## src/core/sic_pkg.sv

```systemverilog
package sic_pkg;
  // Register byte addresses
  localparam logic [31:0] ADR_PROC_PEND = 32'h71E0_0000;
  localparam logic [31:0] ADR_PROC_CLR  = 32'h71E0_0004;
  localparam logic [31:0] ADR_SW_SET    = 32'h71E0_0008;
  localparam logic [31:0] ADR_SYS_PEND  = 32'h71E1_0000;
  localparam logic [31:0] ADR_SYS_MASK  = 32'h71E1_0004;
  localparam logic [31:0] ADR_MASK_CLR  = 32'h71E1_0008;
  localparam logic [31:0] ADR_MASK_SET  = 32'h71E1_000C;
  localparam logic [31:0] ADR_MODEM     = 32'h71E1_0010;
  localparam logic [31:0] ADR_CFG       = 32'h7018_0000;
  // Processor group layout
  localparam int PEND_SW_LO = 17;
  localparam int PEND_HW_LO = 1;
  localparam int CLR_TOP    = 15;
  // System group layout
  localparam int SYS_GLOBAL = 31;
  localparam int SYS_MODF   = 30;
  localparam int SYS_FLOPPY = 22;
  localparam int SYS_TMR10  = 19;
  localparam int SYS_SCSI   = 18;
  localparam int SYS_ETH    = 16;
  localparam int SYS_SERIAL = 15;
  localparam int SYS_KBD    = 14;
  localparam int SYS_BUS_LO = 7;
  // Option configuration and modem register layout
  localparam int CFG_MODE     = 0;
  localparam int CFG_RING_SEL = 1;
  localparam int CFG_DENS     = 2;
  localparam int CFG_PF_EN    = 3;
  localparam int CFG_RING_EN  = 4;
  localparam int CFG_W        = 5;
  localparam int MDM_PEND     = 0;
  localparam int MDM_EDGE     = 1;
  // Levels
  localparam logic [3:0] LVL_PAR   = 4'h3;
  localparam logic [3:0] LVL_SCSI  = 4'h4;
  localparam logic [3:0] LVL_RING  = 4'h5;
  localparam logic [3:0] LVL_ETH   = 4'h6;
  localparam logic [3:0] LVL_ALT   = 4'h8;
  localparam logic [3:0] LVL_TMR10 = 4'hA;
  localparam logic [3:0] LVL_FLOP  = 4'hB;
  localparam logic [3:0] LVL_SER   = 4'hC;
  localparam logic [3:0] LVL_AUDIO = 4'hD;
  localparam logic [3:0] LVL_TMR14 = 4'hE;
  localparam logic [3:0] LVL_TOP   = 4'hF;
  // Bus IRQ n+1 level at nibble n
  localparam logic [27:0] BUS_LVL_MAP = 28'hDB9_7532;
  // Reset values
  localparam logic [31:0] MASK_RST = 32'hFFFF_FFFF;
  localparam logic [4:0]  CFG_RST  = 5'h00;
  localparam logic [10:0] PIN_RST  = 11'h7FF;

  typedef struct packed {
    logic timer10;
    logic floppy;
    logic serial;
    logic kbd_mouse;
    logic audio;
    logic timer14;
    logic parallel;
    logic scsi;
    logic ethernet;
    logic async_err;
    logic powerdown_req;
  } sic_src_s;
endpackage : sic_pkg

```

## src/core/sic_top.sv

```systemverilog
// The Wishbone interface to the registers was left to the implementer.
`timescale 1ns/100ps
// Notes on behaviour
// - Pending level goes out as 4-bit code; zero means nothing pending.
// - Timer 10, floppy 11, serial/keyboard 12, audio 13, CPU timer 14.
// - Parallel 3, SCSI 4, Ethernet 6, errors and power-down request 15.
// - Bus IRQ1..IRQ7 map to levels 2,3,5,7,9,11,13.
// - Set location sets chosen software pending bits, raising those levels.
// - Clear location clears software bits written one; top clear clears 15.
// - Processor pending is read-only, software and hardware bits per level.
// - System group: readable mask, set and clear locations, read-only pending.
// - Mask bit 31 disables everything; reserved in system pending.
// - System bits: 30,22,19,18,16,15,14 and 13..7 for bus IRQ7..1.
// - Reset clears configuration; its bits 7..5 read zero.
// - Configuration bit 4 enables modem ring interrupts; off means none.
// - Bit 3 set: low power-fail raises level 15; clear: ignored.
// - Bit 2 picks density select or second motor enable for density pin.
// - Bit 1 set: low ring gives 15; clear: chosen edge gives 5.
// - The ring path not selected sees its input held inactive.
// - Bit 0 picks shared pin use; alternate interrupts dead in mode 0.
module sic_top
  import sic_pkg::*;
(
  input  wire logic        clk_i,
  input  wire logic        rst_i,
  input  wire logic        wb_cyc_i,
  input  wire logic        wb_stb_i,
  input  wire logic        wb_we_i,
  input  wire logic [31:0] wb_adr_i,
  input  wire logic [3:0]  wb_sel_i,
  input  wire logic [31:0] wb_dat_i,
  output logic      [31:0] wb_dat_o,
  output logic             wb_ack_o,
  input  wire sic_src_s    src_i,
  input  wire logic [7:1]  bus_irq_n_i,
  input  wire logic        power_fail_input_n_i,
  input  wire logic        ring_indicate_input_n_i,
  input  wire logic        shared_pin_a_i,
  input  wire logic        shared_pin_b_i,
  input  wire logic        fdc_density_sel_i,
  input  wire logic        fdc_motor2_en_i,
  output logic      [3:0]  processor_level_lines_o,
  output logic             floppy_density_pin_o,
  output logic             serial_b_clk_o,
  output logic             core_fault_input_n_o
);

  logic [31:0] mask_ff;
  logic [4:0]  cfg_ff;
  logic [15:1] sw_ff;
  logic        top_ff;
  logic        modem_pend_ff;
  logic        edge_sel_ff;
  logic        ring_prev_ff;
  logic [10:0] sync1_ff;
  logic [10:0] sync2_ff;
  logic [10:0] sync3_ff;
  logic [10:0] pin_ff;
  logic        ack_ff;
  logic [31:0] dat_ff;
  logic [3:0]  level_ff;
  logic        dens_ff;
  logic        sclk_ff;
  logic        cfault_ff;

  logic        req;
  logic        wr;
  logic [31:0] wd;
  logic [31:0] rd_val;
  logic [6:0]  bus_act;
  logic        pf_low;
  logic        ring_filt;
  logic        alt_a;
  logic        alt_b;
  logic        alt_req;
  logic        pf_fault;
  logic        ring_lvl_src;
  logic        ring_edge_src;
  logic        ring_lvl15;
  logic        ring_hit;
  logic        top_set;
  logic [15:0] hw_raw;
  logic [15:0] hw_eff;
  logic [15:0] eff;
  logic [3:0]  lv;
  logic [3:0]  nxt_level;
  logic [31:0] sys_pend;

  // Pin filter: bits 6:0 bus IRQ, 7 power fail, 8 ring, 9 pin a, 10 pin b
  always_ff @(posedge clk_i) begin
    if (rst_i) begin
      sync1_ff <= PIN_RST;
      sync2_ff <= PIN_RST;
      sync3_ff <= PIN_RST;
      pin_ff   <= PIN_RST;
    end else begin
      sync1_ff <= {shared_pin_b_i, shared_pin_a_i, ring_indicate_input_n_i,
                   power_fail_input_n_i, bus_irq_n_i};
      sync2_ff <= sync1_ff;
      sync3_ff <= sync2_ff;
      // A bit changes only once two stages agree, so a single glitch is dropped
      pin_ff   <= (sync2_ff & ~(sync2_ff ^ sync3_ff)) | (pin_ff & (sync2_ff ^ sync3_ff));
    end
  end

  assign bus_act   = ~pin_ff[6:0];
  assign pf_low    = ~pin_ff[7];
  assign ring_filt = pin_ff[8];
  assign alt_a     = cfg_ff[CFG_MODE] & ~pin_ff[9];
  assign alt_b     = cfg_ff[CFG_MODE] & pin_ff[10];
  assign alt_req   = alt_a | alt_b;

  // Wishbone classic slave, one wait state; writes land on the ack edge
  assign req = wb_cyc_i & wb_stb_i;
  assign wr  = req & wb_we_i & ack_ff;
  assign wd  = wb_dat_i & {{8{wb_sel_i[3]}}, {8{wb_sel_i[2]}},
                           {8{wb_sel_i[1]}}, {8{wb_sel_i[0]}}};

  always_ff @(posedge clk_i) begin
    if (rst_i) begin
      ack_ff <= 1'b0;
      dat_ff <= 32'h0000_0000;
    end else begin
      ack_ff <= req & ~ack_ff;
      if (req & ~ack_ff) begin
        dat_ff <= rd_val;
      end
    end
  end

  always_comb begin
    sys_pend                           = 32'h0000_0000;
    sys_pend[SYS_MODF]                 = top_ff;
    sys_pend[SYS_FLOPPY]               = src_i.floppy;
    sys_pend[SYS_TMR10]                = src_i.timer10;
    sys_pend[SYS_SCSI]                 = src_i.scsi;
    sys_pend[SYS_ETH]                  = src_i.ethernet;
    sys_pend[SYS_SERIAL]               = src_i.serial;
    sys_pend[SYS_KBD]                  = src_i.kbd_mouse;
    sys_pend[SYS_BUS_LO +: 7]          = bus_act;
  end

  // Write-only locations and unmapped addresses read zero
  always_comb begin
    rd_val = 32'h0000_0000;
    unique case (wb_adr_i)
      ADR_PROC_PEND: begin
        rd_val[PEND_SW_LO +: 15] = sw_ff;
        rd_val[PEND_HW_LO +: 15] = hw_raw[15:1];
      end
      ADR_SYS_PEND: rd_val = sys_pend;
      ADR_SYS_MASK: rd_val = mask_ff;
      ADR_CFG:      rd_val[CFG_W-1:0] = cfg_ff;
      ADR_MODEM: begin
        rd_val[MDM_PEND] = modem_pend_ff;
        rd_val[MDM_EDGE] = edge_sel_ff;
      end
      default:      rd_val = 32'h0000_0000;
    endcase
  end

  always_ff @(posedge clk_i) begin
    if (rst_i) begin
      mask_ff <= MASK_RST;
    end else if (wr && wb_adr_i == ADR_MASK_SET) begin
      mask_ff <= mask_ff | wd;
    end else if (wr && wb_adr_i == ADR_MASK_CLR) begin
      mask_ff <= mask_ff & ~wd;
    end
  end

  always_ff @(posedge clk_i) begin
    if (rst_i) begin
      cfg_ff <= CFG_RST;
    end else if (wr && wb_sel_i[0] && wb_adr_i == ADR_CFG) begin
      cfg_ff <= wb_dat_i[CFG_W-1:0];
    end
  end

  // Software bits hold until cleared (set and clear sit at different addresses)
  always_ff @(posedge clk_i) begin
    if (rst_i) begin
      sw_ff <= '0;
    end else if (wr && wb_adr_i == ADR_SW_SET) begin
      sw_ff <= sw_ff | wd[PEND_SW_LO +: 15];
    end else if (wr && wb_adr_i == ADR_PROC_CLR) begin
      sw_ff <= sw_ff & ~wd[PEND_SW_LO +: 15];
    end
  end

  // Ring paths: the unselected one sees an inactive-high input.
  // The edge path is also gated off while unselected: forcing it high would
  // otherwise look like a rising edge when bit 1 is set with the ring low.
  assign ring_lvl_src  = cfg_ff[CFG_RING_SEL] ? ring_filt : 1'b1;
  assign ring_edge_src = cfg_ff[CFG_RING_SEL] ? 1'b1 : ring_filt;
  assign ring_lvl15    = cfg_ff[CFG_RING_EN] & ~ring_lvl_src;
  assign ring_hit      = cfg_ff[CFG_RING_EN] & ~cfg_ff[CFG_RING_SEL] &
                         (edge_sel_ff ? (~ring_prev_ff & ring_edge_src)
                                      : (ring_prev_ff & ~ring_edge_src));
  assign pf_fault      = cfg_ff[CFG_PF_EN] & pf_low;
  assign top_set       = src_i.async_err | src_i.powerdown_req | pf_fault | ring_lvl15;

  always_ff @(posedge clk_i) begin
    if (rst_i) begin
      ring_prev_ff <= 1'b1;
    end else begin
      ring_prev_ff <= ring_edge_src;
    end
  end

  // New ring edge wins over a clearing write in the same cycle
  always_ff @(posedge clk_i) begin
    if (rst_i) begin
      modem_pend_ff <= 1'b0;
      edge_sel_ff   <= 1'b0;
    end else begin
      if (ring_hit) begin
        modem_pend_ff <= 1'b1;
      end else if (wr && wb_sel_i[0] && wb_adr_i == ADR_MODEM && !wb_dat_i[MDM_PEND]) begin
        modem_pend_ff <= 1'b0;
      end
      if (wr && wb_sel_i[0] && wb_adr_i == ADR_MODEM) begin
        edge_sel_ff <= wb_dat_i[MDM_EDGE];
      end
    end
  end

  // Level-15 faults are latched so a brief error is not missed
  always_ff @(posedge clk_i) begin
    if (rst_i) begin
      top_ff <= 1'b0;
    end else if (top_set) begin
      top_ff <= 1'b1;
    end else if (wr && wb_sel_i[1] && wb_adr_i == ADR_PROC_CLR && wb_dat_i[CLR_TOP]) begin
      top_ff <= 1'b0;
    end
  end

  always_comb begin
    hw_raw = 16'h0000;
    hw_eff = 16'h0000;
    lv     = 4'h0;
    for (int n = 0; n < 7; n++) begin
      lv         = BUS_LVL_MAP[4*n +: 4];
      hw_raw[lv] = hw_raw[lv] | bus_act[n];
      hw_eff[lv] = hw_eff[lv] | (bus_act[n] & ~mask_ff[SYS_BUS_LO + n]);
    end
    hw_raw[LVL_PAR]   = hw_raw[LVL_PAR] | src_i.parallel;
    hw_eff[LVL_PAR]   = hw_eff[LVL_PAR] | src_i.parallel;
    hw_raw[LVL_SCSI]  = src_i.scsi;
    hw_eff[LVL_SCSI]  = src_i.scsi & ~mask_ff[SYS_SCSI];
    hw_raw[LVL_RING]  = hw_raw[LVL_RING] | modem_pend_ff;
    hw_eff[LVL_RING]  = hw_eff[LVL_RING] | modem_pend_ff;
    hw_raw[LVL_ETH]   = src_i.ethernet;
    hw_eff[LVL_ETH]   = src_i.ethernet & ~mask_ff[SYS_ETH];
    hw_raw[LVL_ALT]   = alt_req;
    hw_eff[LVL_ALT]   = alt_req;
    hw_raw[LVL_TMR10] = src_i.timer10;
    hw_eff[LVL_TMR10] = src_i.timer10 & ~mask_ff[SYS_TMR10];
    hw_raw[LVL_FLOP]  = hw_raw[LVL_FLOP] | src_i.floppy;
    hw_eff[LVL_FLOP]  = hw_eff[LVL_FLOP] | (src_i.floppy & ~mask_ff[SYS_FLOPPY]);
    hw_raw[LVL_SER]   = src_i.serial | src_i.kbd_mouse;
    hw_eff[LVL_SER]   = (src_i.serial & ~mask_ff[SYS_SERIAL]) |
                        (src_i.kbd_mouse & ~mask_ff[SYS_KBD]);
    hw_raw[LVL_AUDIO] = hw_raw[LVL_AUDIO] | src_i.audio;
    hw_eff[LVL_AUDIO] = hw_eff[LVL_AUDIO] | src_i.audio;
    hw_raw[LVL_TMR14] = src_i.timer14;
    hw_eff[LVL_TMR14] = src_i.timer14;
    hw_raw[LVL_TOP]   = top_ff;
    hw_eff[LVL_TOP]   = top_ff & ~mask_ff[SYS_MODF];
  end

  assign eff = ({sw_ff, 1'b0} | hw_eff) & {16{~mask_ff[SYS_GLOBAL]}};

  always_comb begin
    nxt_level = 4'h0;
    for (int l = 1; l < 16; l++) begin
      if (eff[l]) begin
        nxt_level = 4'(l);
      end
    end
  end

  always_ff @(posedge clk_i) begin
    if (rst_i) begin
      level_ff <= 4'h0;
    end else begin
      level_ff <= nxt_level;
    end
  end

  // Shared pins follow the filtered inputs, so clock edges lag by five cycles
  always_ff @(posedge clk_i) begin
    if (rst_i) begin
      dens_ff   <= 1'b0;
      sclk_ff   <= 1'b1;
      cfault_ff <= 1'b1;
    end else begin
      dens_ff   <= cfg_ff[CFG_DENS] ? fdc_density_sel_i : fdc_motor2_en_i;
      sclk_ff   <= cfg_ff[CFG_MODE] ? 1'b1 : pin_ff[9];
      cfault_ff <= cfg_ff[CFG_MODE] ? 1'b1 : pin_ff[10];
    end
  end

  assign wb_ack_o                = ack_ff;
  assign wb_dat_o                = dat_ff;
  assign processor_level_lines_o = level_ff;
  assign floppy_density_pin_o    = dens_ff;
  assign serial_b_clk_o          = sclk_ff;
  assign core_fault_input_n_o    = cfault_ff;
endmodule : sic_top

```

## config.mk

```make
export PLATFORM = sky130hd
export DESIGN_NAME = sic_top
export DESIGN_NICKNAME = d
export VERILOG_FILES = /design/src/core/sic_pkg.sv /design/src/core/sic_top.sv
export SDC_FILE = /design/constraint.sdc
export NUM_CORES = 1
export LEC_CHECK = 0
export BUFFER_PORTS_ARGS = -buffer_cell sky130_fd_sc_hd__clkbuf_2
export CAP_MARGIN = 20
export CORE_MARGIN = 8
export CORE_UTILIZATION = 33
export CTS_CLUSTER_DIAMETER = 50
export DETAILED_ROUTE_END_ITERATION = 8
export MAX_ROUTING_LAYER = met4
export SLEW_MARGIN = 20
export SYNTH_ARGS = -nofsm -noshare
export SYNTH_HDL_FRONTEND = slang
export SYNTH_SLANG_ARGS = --single-unit
```

## constraint.sdc

```tcl
create_clock -name clk_i -period 2.3 [get_ports clk_i]
set_input_delay 0.115 -clock clk_i [delete_from_list [all_inputs] [get_ports clk_i]]
set_output_delay 0.115 -clock clk_i [all_outputs]
set_load 0.02 [all_outputs]
```

==> flow_summary_export.csv <==
group,metric,value,unit
synth,synth-edff-count,0,
placed_design,portBuffers,136,
synth,ys_warn_count,0,
timing,tns,0,ps
global_routing,grt_pass1_vias,5531,
power_and_ir_drop,p_sw_frac,0.253,
layout,seq_area,0.00280,mm^2
timing,setup_ws,411,ps
synth,yosys.area.top_type,"dfxtp_1",
route,drt-initial-drc-count,505,
route,wirelength,19.6,mm
synth,ys_seq_area_frac,0.466,
die,fp.dieH,151,um
clock_tree,holdBufCountCts,26,
synth,ys_types,53,
route,drc,0,
layout,multi_input_area,0.00300,mm^2
die,start_util,0.336,
global_routing,grt_usage,0.179,
power_and_ir_drop,peakVddDrop,0.539,mV
timing,skew,8.84,ps
clock_tree,cts-resized-gates,0,
route,vias_per_cell,5.31,
timing,final.min_clock_period,1890,ps
route,first_pass_iters,5,
die,ioPinCount,137,
clock_tree,cts-root-buf,"clkbuf_16",
synth,ys_ff_latch,140,
layout,area_growth,29.6,%
synth,synth_top_area_share,0.466,
synth,synth-compound-area-share,0.175,
global_routing,grt_pass1_wl,30.3,mm
clock_tree,clkLatencyLatePin,430,ps
power_and_ir_drop,share_comb_of_total_power,0.064,
critical_path,startpoint_type,"flop",
power_and_ir_drop,internal_power,4.01,mW
timing,finalCritPeriodShare,0.821,
synth,synthMuxAreaShare,0.0779,
critical_path,path_max_fanout,12,
clock_tree,clock_path_buffers,2,
timing,finalSetupViolations,0,
layout,fin_area,0.00779,mm^2
power_and_ir_drop,power_density,690,mW/mm^2
synth,synthAdderAreaFrac,0,
timing,worst_slew_pin_slew,939,ps
min_path,hold_path_class,"in -> reg",
layout,fill_cells,1783,
global_routing,grt_antenna_before_repair,0,
timing,hold_viol_final,0,
layout,drive_gt1_frac,0.275,
layout,layout_common_cells,"140 x dfxtp_1, 135 x clkbuf_2, 75 x nor2_1",
synth,synthSimpleGateAreaFrac,0.243,
die,coreArea,0.0179,mm^2
clock_tree,cts_buffers,17,
power_and_ir_drop,p_seq_frac,0.458,
global_routing,overflow,0,
run_status,outcome,"finished clean",
timing,timing.slew.headroom,0.372,
layout,n_antenna_cell,0,
timing,holdWs,12.0,ps
global_routing,grt_max_degree,102,
placed_design,gp_congestion,0.921,
clock_tree,clkTransAtPathRegs,60,ps
run,maxCapViolations,0,
power_and_ir_drop,p_switching,1.36,mW
layout,nets,952,
placed_design,pre_cts_slack,149,ps
placed_design,dp.cells,1039,
placed_design,placed_area,0.00697,mm^2
synth,synth_top_family_by_area,"simple AND/OR/NAND/NOR gates",
power_and_ir_drop,clkPwrFrac,0.478,
die,die_area,0.0228,mm^2
synth,synth_fp_nets,799,
timing,drv_slew,0,
clock_tree,clock-sinks,140,
route,ant_nets,0,
synth,yosys-top-cells-area,"dfxtp_1 47%, mux2i_1 6.7%, nor2_1 4.7%",
die,die_w,151,um
route,wl_per_cell,17.9,um
synth,netlist_instances,702,
critical_path,critPathArrivalTime,2210,ps
placed_design,hpwl,14.2,mm
layout,final_common_cell,"dfxtp_1",
power_and_ir_drop,p_leak,2.88,nW
timing,timing.fmax,0.529,GHz
clock_tree,cts_setup_buffers,0,
synth,syn_area_per_cell,8.56,um^2
layout,stdcell_count,1097,
die,row_count,49,
synth,synthXorXnorAreaFrac,0,
synth,synth-main-ff-cell,"dfxtp_1",
synth,syn-cell-area,0.00601,mm^2
critical_path,required,2620,ps
synth,async_flop_share,0,
timing,rsz0062_at_grt,"no",
clock_tree,htree_levels,4,
critical_path,path_class,"reg -> reg",
critical_path,cp-end-kind,"flop",
clock_tree,cts_tree,"done",
route,vias,5826,
-- cell families (layout without fill, tap and decap cells) --
logic type / Yosys count / in the layout
AO/OA/AOI/OAI: 165 / 165
AND/OR/NAND/NOR: 292 / 292
buffers and inverters: 59 / 225
flip-flops: 140 / 140
multiplexers: 46 / 46
-- power groups by stage --
| stage | Combinational, mW | Clock, mW | Sequential (mW) |
|---|---|---|---|
| detailed placement | 0.307 | 0 | 2.52 |
| CTS | 0.342 | 2.61 | 2.46 |
| global placement | 0.305 | 0 | 2.52 |
| floorplan | 0.147 | 0 | 2.52 |
| global route | 0.372 | 2.72 | 2.47 |
| finish | 0.342 | 2.57 | 2.46 |
-- per-layer routing --
| metal | global-route usage | part of all wire | vias to the layer above |
|---|---|---|---|
| met5 | - | 0 | - |
| met1 | 0.229 | 0.45 | 2693 |
| li1 | - | - | 2852 |
| met3 | 0.0394 | 0.080 | 28 |
| met2 | 0.268 | 0.45 | 253 |
| met4 | 0.0722 | 0.020 | 0 |
-- synthesized netlist by cell type, types with 3 or more instances --
master,count
nor4_1,8
or3_1,5
or2_2,33
nand4_1,4
buf_1,4
a32oi_1,23
nor2_1,76
nor2b_1,10
dfxtp_1,140
or4_1,4
a22o_1,4
mux2_2,6
a31oi_1,3
o31ai_1,4
o21ai_1,10
a21oi_1,39
nor4_2,3
mux2i_1,40
nand2_1,72
nand2b_1,4
nand3_1,9
clkbuf_1,43
nor3_1,45
a22oi_1,3
o21ai_0,51
o311ai_0,15
inv_1,10
nand3b_1,5
-- worst max-delay path, cell delays in order, from the launching register on --
cell,delay (ps)
dfxtp_1,540
inv_1,210
o21ai_0,140
o21ai_0,200
a311o_1,400
a211oi_1,290
-- layout make-up --
type | count | share of cell area
clock buffer | 17 | 0.0546
sequential | 140 | 0.360
timing repair buffer | 183 | 0.143
multi-input combinational | 503 | 0.385
tap | 229 | 0.0368
clock inverter | 15 | 0.0162
inverter | 10 | 0.00482
-- worst paths after layout --
check / start / to / slack [ps] / depth (start not counted)
min: wb_dat_i[29] / flop / 10 / 3
max: flop / processor_level_lines_o[1] / 410 / 5
min reg2reg: sync1_ff[6] / sync2_ff[6] / 410 / 1
max reg2reg: flop / processor_level_lines_o[1] / 410 / 5
-- metrics by stage --
step                utilization  total power [mW]
floorplan                     -              2.66
global placement          0.389              2.82
detailed placement        0.389              2.82
CTS                       0.435              5.42
global route              0.435              5.56
finish                    0.435              5.37
Power figures use the tool's default switching activity.
